File: src/verilog/shifter_pkg.sv
/*
 * Shared constants of the eight-stage parallel-in, serial-out shifter.
 * Assumes nothing beyond a SystemVerilog package scope.
 */
package shifter_pkg;

    // ------------------------------------------------------------
    // register geometry
    // ------------------------------------------------------------
    localparam int STAGE_COUNT = 8;
    localparam int FIRST_IDX = 0;
    localparam int LAST_IDX = STAGE_COUNT - 1;
    localparam logic [STAGE_COUNT-1:0] CLEAR_VALUE = 8'h00;

    // ------------------------------------------------------------
    // output buffer geometry and gated clock sample reset value
    // ------------------------------------------------------------
    localparam int BUF_DEPTH = 2;
    localparam int BUF_WIDTH = 1;
    localparam logic GATE_OR_RESET = 1'b1;

endpackage

File: src/verilog/bit_stream_if.sv
/*
 * Valid/ready stream carrying one output word between internal modules.
 * Assumes both ends run on the same clock.
 */
`timescale 1ns/1ps

interface bit_stream_if;
    logic valid;
    logic ready;
    logic [shifter_pkg::BUF_WIDTH-1:0] data;

    // producer drives valid and data
    modport source (
        output valid,
        output data,
        input ready
    );

    // consumer drives ready
    modport sink (
        input valid,
        input data,
        output ready
    );
endinterface

File: src/verilog/two_entry_buffer.sv
/*
 * Two-entry flip-flop FIFO with valid and ready on both sides.
 * Assumes one clock and a synchronous active-low reset.
 */
`timescale 1ns/1ps

module two_entry_buffer (
    input wire logic sys_clk,
    input wire logic rst_n,
    bit_stream_if.sink fill,
    bit_stream_if.source drain
);

    // ------------------------------------------------------------
    // storage and pointers
    // ------------------------------------------------------------
    logic [shifter_pkg::BUF_WIDTH-1:0] mem [shifter_pkg::BUF_DEPTH];
    logic [shifter_pkg::BUF_WIDTH-1:0] next_mem [shifter_pkg::BUF_DEPTH];
    logic wr_idx;
    logic next_wr_idx;
    logic rd_idx;
    logic next_rd_idx;
    logic [1:0] count;
    logic [1:0] next_count;
    logic push;
    logic pop;

    // honest full and empty flags
    assign fill.ready = (count != 2'(shifter_pkg::BUF_DEPTH));
    assign drain.valid = (count != 2'h0);
    assign drain.data = mem[rd_idx];
    assign push = fill.valid && fill.ready;
    assign pop = drain.valid && drain.ready;

    // next pointer, count and storage values
    always_comb begin
        next_mem = mem;
        next_wr_idx = wr_idx;
        next_rd_idx = rd_idx;
        next_count = count;
        if (push) begin
            next_mem[wr_idx] = fill.data;
            next_wr_idx = ~wr_idx;
        end
        if (pop) begin
            next_rd_idx = ~rd_idx;
        end
        if (push && !pop) begin
            next_count = count + 2'h1;
        end else if (pop && !push) begin
            next_count = count - 2'h1;
        end
    end

    // register the buffer state
    always_ff @(posedge sys_clk) begin
        if (!rst_n) begin
            for (int i = 0; i < shifter_pkg::BUF_DEPTH; i++) begin
                mem[i] <= '0;
            end
            wr_idx <= 1'b0;
            rd_idx <= 1'b0;
            count <= 2'h0;
        end else begin
            mem <= next_mem;
            wr_idx <= next_wr_idx;
            rd_idx <= next_rd_idx;
            count <= next_count;
        end
    end

endmodule

File: src/verilog/parallel_in_serial_out_shifter.sv
/*
 * Eight-stage parallel-in, serial-out shift register with a gated clock,
 * a clear input and a two-entry buffer of the bits shown on serial_out.
 * Assumes every pin input is synchronous to sys_clk and that sys_clk
 * samples each level of clk_pin and clk_gate_n at least once.
 * A gate rise while clk_pin is low counts as an active edge, so the
 * controlling logic must keep to the gate ordering rule.
 * A bit that meets a full buffer is lost; bit_room warns of that.
 */
`timescale 1ns/1ps

// Functional notes
// eight stages, last stage drives serial_out
// load select low: copy parallel inputs
// load select high: shift, serial_in enters
// chain serial_out into next serial_in
// clock is OR of pin and gate
// pin and gate are interchangeable
// gate rises only while clock high
// clear low zeroes stages, overrides all
// no active edge: stages hold
// after clear, resume at next edge
module parallel_in_serial_out_shifter (
    input wire logic sys_clk,
    input wire logic rst_n,
    input wire logic clk_pin,
    input wire logic clk_gate_n,
    input wire logic load_select_n,
    input wire logic serial_in,
    input wire logic [shifter_pkg::STAGE_COUNT-1:0] par_in,
    input wire logic clear_n,
    output logic serial_out,
    output logic bit_room,
    output logic bit_valid,
    output logic bit_data,
    input wire logic bit_ready
);

    // ------------------------------------------------------------
    // gated clock edge detection
    // ------------------------------------------------------------
    logic gate_or;
    logic or_prev;
    logic next_or_prev;
    logic edge_hit;

    // either input may act as clock or enable
    assign gate_or = clk_pin | clk_gate_n; // see R5
    assign edge_hit = gate_or && !or_prev;

    // next value of the sampled gated clock
    always_comb begin
        next_or_prev = gate_or;
    end

    // keeps tracking during clear so the next edge is seen
    always_ff @(posedge sys_clk) begin
        if (!rst_n) begin
            or_prev <= shifter_pkg::GATE_OR_RESET;
        end else begin
            or_prev <= next_or_prev;
        end
    end

    // ------------------------------------------------------------
    // stage register
    // ------------------------------------------------------------
    logic [shifter_pkg::STAGE_COUNT-1:0] stage;
    logic [shifter_pkg::STAGE_COUNT-1:0] next_stage;

    // clear first, then load or shift on an edge, else hold
    always_comb begin
        next_stage = stage;
        if (!clear_n) begin
            next_stage = shifter_pkg::CLEAR_VALUE;
        end else if (edge_hit) begin
            if (!load_select_n) begin
                next_stage = par_in;
            end else begin
                next_stage = {stage[shifter_pkg::LAST_IDX-1:0],
                    serial_in};
            end
        end
    end

    // register the stages
    always_ff @(posedge sys_clk) begin
        if (!rst_n) begin
            stage <= shifter_pkg::CLEAR_VALUE;
        end else begin
            stage <= next_stage;
        end
    end

    // last stage out, forced low at once while clearing
    assign serial_out = clear_n
        && stage[shifter_pkg::LAST_IDX]; // see R1

    // ------------------------------------------------------------
    // buffer of bits presented after each active edge
    // ------------------------------------------------------------
    bit_stream_if push_if ();
    bit_stream_if pop_if ();

    // each accepted edge offers the new last-stage bit
    assign push_if.valid = clear_n && edge_hit;
    assign push_if.data = next_stage[shifter_pkg::LAST_IDX];
    assign bit_room = push_if.ready;
    assign bit_valid = pop_if.valid;
    assign bit_data = pop_if.data;
    assign pop_if.ready = bit_ready;

    two_entry_buffer out_buffer (
        .sys_clk(sys_clk),
        .rst_n(rst_n),
        .fill(push_if.sink),
        .drain(pop_if.source)
    );
endmodule

File: config.mk
export PLATFORM = sky130hd
export DESIGN_NAME = parallel_in_serial_out_shifter
export DESIGN_NICKNAME = d
export VERILOG_FILES = /design/src/verilog/shifter_pkg.sv /design/src/verilog/bit_stream_if.sv /design/src/verilog/two_entry_buffer.sv /design/src/verilog/parallel_in_serial_out_shifter.sv
export SDC_FILE = /design/constraint.sdc
export NUM_CORES = 1
export LEC_CHECK = 0
export ABC_CLOCK_PERIOD_IN_PS = 2350
export BUFFER_PORTS_ARGS = -buffer_cell sky130_fd_sc_hd__buf_2
export CORE_MARGIN = 1
export CORE_UTILIZATION = 49
export CTS_CLUSTER_DIAMETER = 150
export CTS_CLUSTER_SIZE = 40
export DETAILED_ROUTE_END_ITERATION = 16
export PLACE_DENSITY = 0.86
export SLEW_MARGIN = 25
export SYNTH_ARGS = -nofsm -noshare
export SYNTH_HDL_FRONTEND = slang
export SYNTH_HIERARCHICAL = 1
export SYNTH_SLANG_ARGS = --single-unit
File: constraint.sdc
create_clock -name sys_clk -period 2.35 [get_ports sys_clk]
set_clock_uncertainty 0.05 [all_clocks]
set_input_delay 0 -clock sys_clk [delete_from_list [all_inputs] [get_ports sys_clk]]
set_output_delay 0 -clock sys_clk [all_outputs]
set_load 0.005 [all_outputs]
Word level (Yosys, flattened, before mapping)
Index checks and enable logic that the tools add are counted.

storage, ports and cells
  register bits after elaboration = 15
  bits of input ports = 16
  word-level logic and storage cells = 44

cells by class
  add/subtract/negate cells = 2
  order comparisons = 3
  eq/ne operators = 1
  muxes and demuxes = 11
  bitwise logic cells = 5
  reductions and logical operators = 14

operators by type and width
  operator                                                                      count
  8-bit two-way mux                                                             3
  1-bit logical AND                                                             8
  2-bit greater-or-equal comparator, second input constant                      2
  1-bit two-way mux                                                             4
  2-bit two-way mux                                                             2
  1-bit NOT with 2-bit output                                                   2
  2-bit nonzero test                                                            2
  1-bit zero test                                                               3
  2-bit by 1-bit adder with 2-bit output, second input constant                 1
  2-bit bitwise mux                                                             1
  2-bit by 1-bit less-than comparator with 1-bit output, second input constant  1
  2-bit inequality test, second input constant                                  1
  1-bit NOT                                                                     2
  2-bit AND reduction                                                           1
  2-bit by 1-bit subtractor with 2-bit output, second input constant            1
  1-bit demux with 1-bit select                                                 1
  1-bit bitwise OR                                                              1

Longest topological paths before layout
Gate-level depths: netlist of the first run.

  depth after elaboration = 8
  gate-level depth with buffers = 10

Hierarchy
The synthesis of the first run kept the hierarchy.

by module, submodules not included
  module                          times used  cells each  area an instance (sq um)
  parallel_in_serial_out_shifter  1           43          442.9
  two_entry_buffer                1           32          286.5

Worst setup path after synthesis of the first run
No wires, ideal clock.

  path kind = register to register
  from = register or_prev
  to = register out_buffer.count[1]
  setup time = 0.070 ns
  arrival time = 1.768 ns
  required time = 2.230 ns
  path slack = 0.462 ns
  stages on the path, launching flop included = 10
  cells stage by stage = dfxtp_1 o21ba_1 buf_6 buf_12 and2_2 inv_1 nor2_1 ha_1 or3_1 a21oi_1

on the way
  cells in the longest elaborated chain, start to end = 7
  elaborated cells between the ends (all ways) = 9

RTL lines
  what                                 RTL line                               RTL
  from (decl)                          parallel_in_serial_out_shifter.sv:43   logic or_prev;
  from (signal assigned)               parallel_in_serial_out_shifter.sv:59   or_prev <= shifter_pkg::GATE_OR_RESET;
  from (signal assigned)               parallel_in_serial_out_shifter.sv:61   or_prev <= next_or_prev;
  1-bit zero test (*)                  parallel_in_serial_out_shifter.sv:49   assign edge_hit = gate_or && !or_prev;
  1-bit logical AND (*)                parallel_in_serial_out_shifter.sv:49
  1-bit logical AND (*)                parallel_in_serial_out_shifter.sv:106  assign push_if.valid = clear_n && edge_hit;
  named net push_if.valid              bit_stream_if.sv:8                     logic valid;
  1-bit logical AND (*)                two_entry_buffer.sv:32                 assign push = fill.valid && fill.ready;
  named net out_buffer.push            two_entry_buffer.sv:25                 logic push;
  1-bit zero test                      two_entry_buffer.sv:50                 end else if (pop && !push) begin
  1-bit logical AND                    two_entry_buffer.sv:50
  2-bit nonzero test (no source line)  --
  to (signal assigned)                 two_entry_buffer.sv:68                 count <= next_count;
  to (decl)                            two_entry_buffer.sv:23                 logic [1:0] count;

Mark *: on every way through the listed nets, which the timed path passes. The rest lies on a longest branch.
A chain may end at the register's enable or synchronous reset.

Worst setup path in the final report of the first run
  from = input clk_pin
  to = register out_buffer.count[1]

on the way
  cells in the longest elaborated chain, start to end = 7
  elaborated cells between the ends (all ways) = 9

RTL lines
  what                                 RTL line                               RTL
  from (decl)                          parallel_in_serial_out_shifter.sv:26   input wire logic clk_pin,
  1-bit bitwise OR (*)                 parallel_in_serial_out_shifter.sv:48   assign gate_or = clk_pin | clk_gate_n;
  1-bit logical AND (*)                parallel_in_serial_out_shifter.sv:49
  1-bit logical AND (*)                parallel_in_serial_out_shifter.sv:106
  named net push_if.valid              bit_stream_if.sv:8
  1-bit logical AND (*)                two_entry_buffer.sv:32
  named net out_buffer.push            two_entry_buffer.sv:25
  1-bit zero test                      two_entry_buffer.sv:50
  1-bit logical AND                    two_entry_buffer.sv:50
  2-bit nonzero test (no source line)  --

Marked as above.

==> reports/summary.txt, run 1 <==
CP Class -> in2reg
GRT Total Usage -> 0.196
Cell variety after synth -> 23
Max FO, Critical Path -> 3
YS warnings -> 6
Crit path arrival time -> 2020 ps
largest net degree at the start of global routing -> 16
Vias/cell -> 5.05
Area contributors post-synth -> dfxtp_1, mux2i_1, a211oi_1, nor2_1, xor2_1
max frequency -> 542 MHz
Critical Path Start -> clk_pin
clock buffer depth -> 2
Post-DRT Antenna Nets -> 0
RSZ-0062 raised after global routing -> no
FILL cells -> 113
Mapped Area -> 729 um^2
num ports -> 20
Die Wd -> 40.6 um
setup_tns -> 0 ps
largest family of logic cells by synthesized area -> simple AND/OR/NAND/NOR gates
pwr/cell area -> 626 mW/mm^2
min cycle time layout -> 1850 ps
First-pass DRT Iterations -> 4
post-synthesis xor/xnor area fraction -> 0.0360
max-slew violations -> 0
antenna cells -> 0
crit share post-route -> 0.785
routability congestion estimate -> 0.659
Hold Violations, Final -> 0
DR vias -> 606
hold depth -> 3
max_cap viols -> 0
area share of fa/ha/maj cells after synthesis -> 0.0172
WL per Instance -> 11.3 um
WP data required -> 2520 ps
initial antenna violation count -> 0
top-area cell type share of the netlist area -> 0.412
post-synthesis sequential area ratio -> 0.412
CTS clk-pin slew, worst paths -> 80 ps
total CTS buffers -> 3
die footprint -> 0.00165 mm^2
final setup fails -> 0
TritonCTS Sinks -> 15
mux cell area share after synthesis -> 0.168
Synth Area in Compound Gates -> 0.120
Layout Nets -> 123
PortBufs -> 19
Hold Path Class -> in2reg
root buffer cell -> clkbuf_4
vias in the first global route -> 528
most frequent cells in the layout -> buf_2, dfxtp_1, mux2i_1, nor2_1, dlygate4sd3_1
Max-slew headroom -> 0.789
core area -> 0.00135 mm^2
CTS tree -> done
post-synth top area cell -> dfxtp_1
layout cells sized above 1 -> 0.295
CP Launch Type -> primary input
outcome -> finished, final reports clean
HP Start -> serial_in
Final HPWL DP -> 970 um
commonest non-fill, non-tap cell in the layout -> buf_2
flops & latches, synth -> 15
GRT overflow -> 0
worst-margin pin slew -> 313 ps
Routed WL -> 1360 um
synthesis-to-finish area growth -> 26.8%
VDD IR max -> 0.000363 V
critical path endpoint category -> register
worst r2r path cells -> 7
first-pass GRT wire length -> 1950 um
1st-iter DRT viols -> 14
Post-Synthesis Cells -> 75
Final Util -> 0.685
simple-gate share of the synthesized area -> 0.173
P_leak -> 0.000418 uW
Post-Syn Nets -> 92
H-tree level count -> 1
Post-route DRC -> 0
Syn Area/Cell -> 9.73 um^2
clk_lat worst skew -> 280 ps
die height -> 40.6 um
FP Rows -> 13
Initial Util -> 0.540
# resized after CTS -> 0
worst reg2reg startpoint -> or_prev
[state kept, by name, summed over array words and instances, names as in the netlist]
register           cells
or_prev                1
out_buffer/count       2
out_buffer/mem         2
out_buffer/rd_idx      1
out_buffer/wr_idx      1
stage                  8
[power by group]
group	leakage [uW]	internal, uW	total [uW]	switching, uW
clock network	0.0000150	66.0	144	78.3
logic	0.000281	76.0	137	61.0
registers	0.000122	275	298	22.3
[cell usage after synthesis]
library cell  count
a21oi_1           2
a211oi_1          7
nor2_1           10
nor2b_1           1
nand2_1           5
nor2b_2           1
buf_12            1
nand3_1           1
buf_6             2
o21ba_1           1
and2_2            1
dfxtp_1          15
and2_1            1
or3_4             1
xor2_1            3
ha_1              1
nor2_2            2
inv_1             3
mux2_2            2
mux2i_1          10
or2_2             1
o21ai_0           3
or3_1             1
[layer usage]
layer | track usage | up-vias | share of wire
met1 | 0.161 | 268 | 0.44
met4 | 0.150 | 0 | 0.021
met2 | 0.357 | 15 | 0.49
met5 | 0 | - | 0
met3 | 0.0833 | 4 | 0.051
li1 | - | 319 | -
[final timing paths]
check | slack (ps) | to
setup / recovery | 500 | out_buffer/count[1]
hold / removal | 10 | stage[0]
setup reg to reg | 590 | out_buffer/count[1]
hold reg to reg | 410 | out_buffer/mem[0]
[stage by stage]
step	total power, uW	hold slack (ps)	area (um^2)	cells	worst slack (ps)
3_3_place_gp	423	153	808	107	692
3_5_place_dp	430	164	808	107	611
2_1_floorplan	390	11.9	729	75	462
5_1_grt	621	25.6	925	120	431
4_1_cts	586	4.90	925	120	516
6_report	579	9.70	925	120	504
[logic make-up (layout without fill, tap and decap cells)]
| logic type | after synthesis | in the layout |
|---|---|---|
| simple gates | 25 | 25 |
| flops | 15 | 15 |
| compound gates | 13 | 13 |
| mux | 12 | 12 |
| buf+inv | 6 | 36 |
| xor+xnor | 3 | 3 |
| fa+ha+maj | 1 | 1 |
[cell type report]
class                   instances  area (um^2)  area share
clock buffers                   4         26.3      0.0284
inverters                       3         11.3      0.0122
repair buffers                 29          193       0.208
multi-input cells              54          375       0.406
well taps                      15         18.8      0.0203
flip-flops and latches         15          300       0.325
[critical path: stages]
cell,delay [ps]
dlygate4sd3_1,530
buf_2,130
o21ba_1,180
and2_2,200
inv_1,90
nor2_1,60
ha_1,320
or3_1,370
a21oi_1,150
[what timing repair did]
action                                 in CTS  in global routing
setup buffers                               0                  0
hold buffers                                9                  0
endpoints found under the hold margin       8                  0
Power figures use the tool's default switching activity.
==> inputs of run 2 (changes only) <==
Settings changed: ABC_CLOCK_PERIOD_IN_PS 2350 to 1600, CORE_UTILIZATION 49 to 44, PLACE_DENSITY 0.86 to 0.83.
Clock period 2.35 ns to 1.6 ns, I/O delays scaled along.
==> run 2 against run 1 <==
Against the previous run:
- the flow now finishes with violations (negative setup slack)
- critical endpoint unchanged
- register-to-register slack got worse by 600 ps
- clock-buffer cell count unchanged
- first-iteration DRC count decreased by 43%
- critical path depth decreased by 2
==> reports/summary.txt, run 2 (synthesis gave the netlist of run 1 again) <==
outcome -> finished with violations
synthesis-to-finish area growth -> 28.3%
design area -> 936 um^2
met1 WL -> 582 um
total CTS buffers -> 3
pwr/cell area -> 941 mW/mm^2
Max-slew headroom -> 0.822
Worst path slowest cell -> or3_1
max frequency -> 622 MHz
routability congestion estimate -> 0.762
Post-DRT Antenna Nets -> 0
CP Cell Sequence -> o21ba_4, and2_4, inv_2, nor2_2, ha_1, or3_1, a21oi_2
root buffer cell -> clkbuf_4
CP Launch Type -> register
antenna cells -> 0
vias in the first global route -> 596
worst-margin pin slew -> 267 ps
Clock Power Share -> 0.246
final setup fails -> 1
Post-DP Area -> 826 um^2
Post-route DRC -> 0
Top Layer Used -> met4
CP max stage delay -> 360 ps
Power Internal -> 629 uW
Largest register FFs -> 8
VDD IR max -> 0.000472 V
post-CTS setup buffers -> 0
TritonCTS Sinks -> 15
WP data required -> 1780 ps
Layout Nets -> 123
max_cap viols -> 0
Final HPWL DP -> 939 um
P_leak -> 0.000408 uW
met3 wire len -> 68 um
Pwr Total -> 881 uW
CP Buf/Inv Count -> 1
net load switching power -> 252 uW
WL per Instance -> 11.8 um
Max FO, Critical Path -> 3
Crit path arrival time -> 1780 ps
CP Class -> reg2reg
Hold Path Class -> in2reg
CTS tree -> done
biggest regs -> stage x8, out_buffer/count x2, out_buffer/mem x2
Sw Share -> 0.286
clk_lat worst skew -> 280 ps
min cycle time layout -> 1610 ps
core area -> 0.00152 mm^2
CTS clk-pin slew, worst paths -> 90 ps
1st-iter DRT viols -> 8
most frequent cells in the layout -> buf_2, dfxtp_1, mux2i_1
most flop-heavy register -> stage
max-slew violations -> 0
critical path endpoint category -> register
PortBufs -> 19
First-pass DRT Iterations -> 4
setup_tns -> -6.47 ps
failing checks -> negative setup slack
GRT Total Usage -> 0.176
H-tree level count -> 1
die height -> 42.7 um
Hold Violations, Final -> 0
Seq pwr share -> 0.494
Initial Util -> 0.479
Comb power frac -> 0.260
DR vias -> 619
FP Rows -> 14
FILL cells -> 131
first-pass GRT wire length -> 2420 um
Routed WL -> 1420 um
largest net degree at the start of global routing -> 16
RSZ-0062 raised after global routing -> yes
Crit path max-delay family -> simple AND/OR/NAND/NOR gates
DR WL met2 -> 757 um
Die Wd -> 42.7 um
Final WS setup -> -6.47 ps
initial antenna violation count -> 0
commonest non-fill, non-tap cell in the layout -> buf_2
num ports -> 20
die footprint -> 0.00182 mm^2
layout cells sized above 1 -> 0.362
crit share post-route -> 1.00
GRT overflow -> 0
clock buffer depth -> 2
Vias/cell -> 5.12
run 2: area by class of cell:
cell class | instances | area, um^2 | area share
clock buffers | 4 | 26.3 | 0.0281
flip-flops and latches | 15 | 302 | 0.322
repair buffers | 29 | 188 | 0.201
multi-input cells | 54 | 389 | 0.416
well taps | 16 | 20.0 | 0.0214
inverters | 3 | 11.3 | 0.0120
run 2: what timing repair did:
action                                 CTS  global route
setup endpoints to repair                1             2
pin swaps                                1             1
hold buffers                             7             0
endpoints found under the hold margin    7             0
resized for setup                        1             4
run 2: worst min-delay path, delay by kind of cell:
family	cells	cell delay [ps]
buf+inv	1	90
compound gates	1	90
mux	1	110
run 2: worst paths after layout:
kind / cells after the start / start / end / slack, ps
setup / recovery: 7 / or_prev / out_buffer/count[1] / -6
hold / removal: 3 / par_in[2] / stage[2] / 7
hold reg to reg: 2 / stage[5] / stage[5] / 450
setup reg to reg: 7 / or_prev / out_buffer/count[1] / -6
run 2: routing by layer:
layer	vias up	track usage
li1	316	-
met1	285	0.185
met2	16	0.318
met3	2	0.0553
met4	0	0.0750
met5	-	0
run 2: power by group through the flow:
| stage | Sequential [uW] | Combinational (uW) | Clock [uW] |
|---|---|---|---|
| after floorplan | 437 | 136 | 0 |
| after global placement | 441 | 200 | 0 |
| after detailed placement | 444 | 208 | 0 |
| after CTS | 436 | 220 | 228 |
| after global routing | 440 | 253 | 240 |
| final | 436 | 229 | 217 |
run 2: stage by stage:
stage          setup slack, ps   util  cells  hold WS [ps]
2_1_floorplan             -170      -     75          11.9
3_3_place_gp              54.8  0.542    110           158
3_5_place_dp              12.8  0.542    110           163
4_1_cts                  -6.21  0.609    121        0.0657
5_1_grt                  -79.5  0.614    121          33.5
6_report                 -6.47  0.614    121          6.84
==> inputs of run 3 (changes only) <==
Settings changed: RECOVER_POWER set to 25.
==> run 3 against run 2 <==
Against the previous run:
- the flow still finishes with violations (negative setup slack)
- critical path depth unchanged
- utilization down 0.082 points
- clock-buffer cell count unchanged
- first-iteration DRC count unchanged
- worst hold slack unchanged
- sequential share of layout area about the same
==> reports/summary.txt, run 3 (synthesis gave the netlist of run 1 again) <==
outcome -> finished with violations
failing checks -> negative setup slack
Vias/cell -> 5.12
synthesis-to-finish area growth -> 28.1%
Post-route DRC -> 0
Comb power frac -> 0.260
PortBufs -> 19
worst r2r path cells -> 7
CP Buf/Inv Count -> 1
Critical Path Start -> or_prev
TritonCTS Sinks -> 15
HP Start -> par_in[2]
vias in the first global route -> 596
Max FO, Critical Path -> 3
Largest register FFs -> 8
largest net degree at the start of global routing -> 16
min cycle time layout -> 1610 ps
Pwr Total -> 881 uW
routability congestion estimate -> 0.762
Sw Share -> 0.287
most flop-heavy register -> stage
Hold Path Class -> in2reg
Initial Util -> 0.479
core area -> 0.00152 mm^2
DR WL met2 -> 757 um
RSZ-0062 raised after global routing -> yes
Routed WL -> 1420 um
die height -> 42.7 um
Crit. path cell count -> 7
FP Rows -> 14
commonest non-fill, non-tap cell in the layout -> buf_2
setup_tns -> -6.47 ps
biggest regs -> stage x8, out_buffer/count x2, out_buffer/mem x2
net load switching power -> 252 uW
critical path endpoint category -> register
most frequent cells in the layout -> buf_2, dfxtp_1, mux2i_1
max frequency -> 622 MHz
max-slew violations -> 0
post-CTS setup buffers -> 0
worst-margin pin slew -> 267 ps
CP Class -> reg2reg
Final WS setup -> -6.47 ps
Post-DRT Antenna Nets -> 0
GRT overflow -> 0
WP data required -> 1780 ps
max_cap viols -> 0
Worst path slowest cell -> or3_1
crit share post-route -> 1.00
worst reg2reg startpoint -> or_prev
pwr/cell area -> 942 mW/mm^2
die footprint -> 0.00182 mm^2
VDD IR max -> 0.000472 V
Final HPWL DP -> 939 um
H-tree level count -> 1
hold depth -> 3
CP Cell Sequence -> o21ba_4, and2_4, inv_2, nor2_2, ha_1, or3_1, a21oi_2
CP Launch Type -> register
Max-slew headroom -> 0.822
antenna cells -> 0
clk_lat worst skew -> 280 ps
total CTS buffers -> 3
initial antenna violation count -> 0
met1 WL -> 582 um
CTS clk-pin slew, worst paths -> 90 ps
clock buffer depth -> 2
Clock Power Share -> 0.246
First-pass DRT Iterations -> 4
first-pass GRT wire length -> 2420 um
Seq pwr share -> 0.495
1st-iter DRT viols -> 8
Layout Nets -> 123
final non-filler cell total -> 121
placed insts -> 110
CP max stage delay -> 360 ps
Final Util -> 0.613
Die Wd -> 42.7 um
GRT Total Usage -> 0.176
Crit path arrival time -> 1780 ps
WL per Instance -> 11.8 um
Crit path max-delay family -> simple AND/OR/NAND/NOR gates
DR vias -> 619
num ports -> 20
P_leak -> 0.000405 uW
Power Internal -> 628 uW
Hold Violations, Final -> 0
final setup fails -> 1
dpl ws -> 12.8 ps
layout cells sized above 1 -> 0.352
root buffer cell -> clkbuf_4
Top Layer Used -> met4
CTS tree -> done
met3 wire len -> 68 um
==> run 3: cell count changes in the layout (fill, tap and decap cells not counted), sizes merged <==
cell | previous run | this run
clkbuf | 4 | 5
buf | 22 | 21
==> run 3: area by class of cell <==
type / instances / area [um^2]
Clock buffer: 4 / 26.3
Timing Repair Buffer: 29 / 186
Fill cell: 132 / 589
Sequential cell: 15 / 302
Inverter: 3 / 11.3
Multi-Input combinational cell: 54 / 389
Tap cell: 16 / 20.0
==> run 3: routing by layer <==
| metal | vias to the layer above | global-route usage |
|---|---|---|
| met2 | 16 | 0.318 |
| met3 | 2 | 0.0553 |
| met5 | - | 0 |
| li1 | 316 | - |
| met4 | 0 | 0.0750 |
| met1 | 285 | 0.185 |
==> run 3: tightest hold or removal path: stages <==
cell and delay, ps:
buf_2 90, mux2i_1 110, a211oi_1 90
==> run 3: timing repair <==
| action | 4_1_cts | 5_1_grt |
|---|---|---|
| pin swaps | 1 | 1 |
| hold endpoints to repair | 7 | 0 |
| endpoints found under the setup margin | 1 | 2 |
| hold buffers | 7 | 0 |
| gates resized for setup | 1 | 4 |
==> run 3: power by group through the flow <==
| stage | sequential, uW | combinational [uW] | clock [uW] |
|---|---|---|---|
| global route | 440 | 253 | 240 |
| global placement | 441 | 200 | 0 |
| CTS | 436 | 220 | 228 |
| finish | 436 | 229 | 217 |
| detailed placement | 444 | 208 | 0 |
| floorplan | 437 | 136 | 0 |
==> run 3: final timing paths <==
path	endpoint	slack [ps]
max reg2reg	out_buffer/count[1]	-6
min	stage[2]	7
max	out_buffer/count[1]	-6
min reg2reg	stage[5]	450
==> run 3: per-stage QoR <==
stage          cell area (um^2)  hold slack (ps)
6_report                    935             6.84
3_5_place_dp                826              163
2_1_floorplan               731             11.9
4_1_cts                     928           0.0657
3_3_place_gp                826              158
5_1_grt                     935             33.5
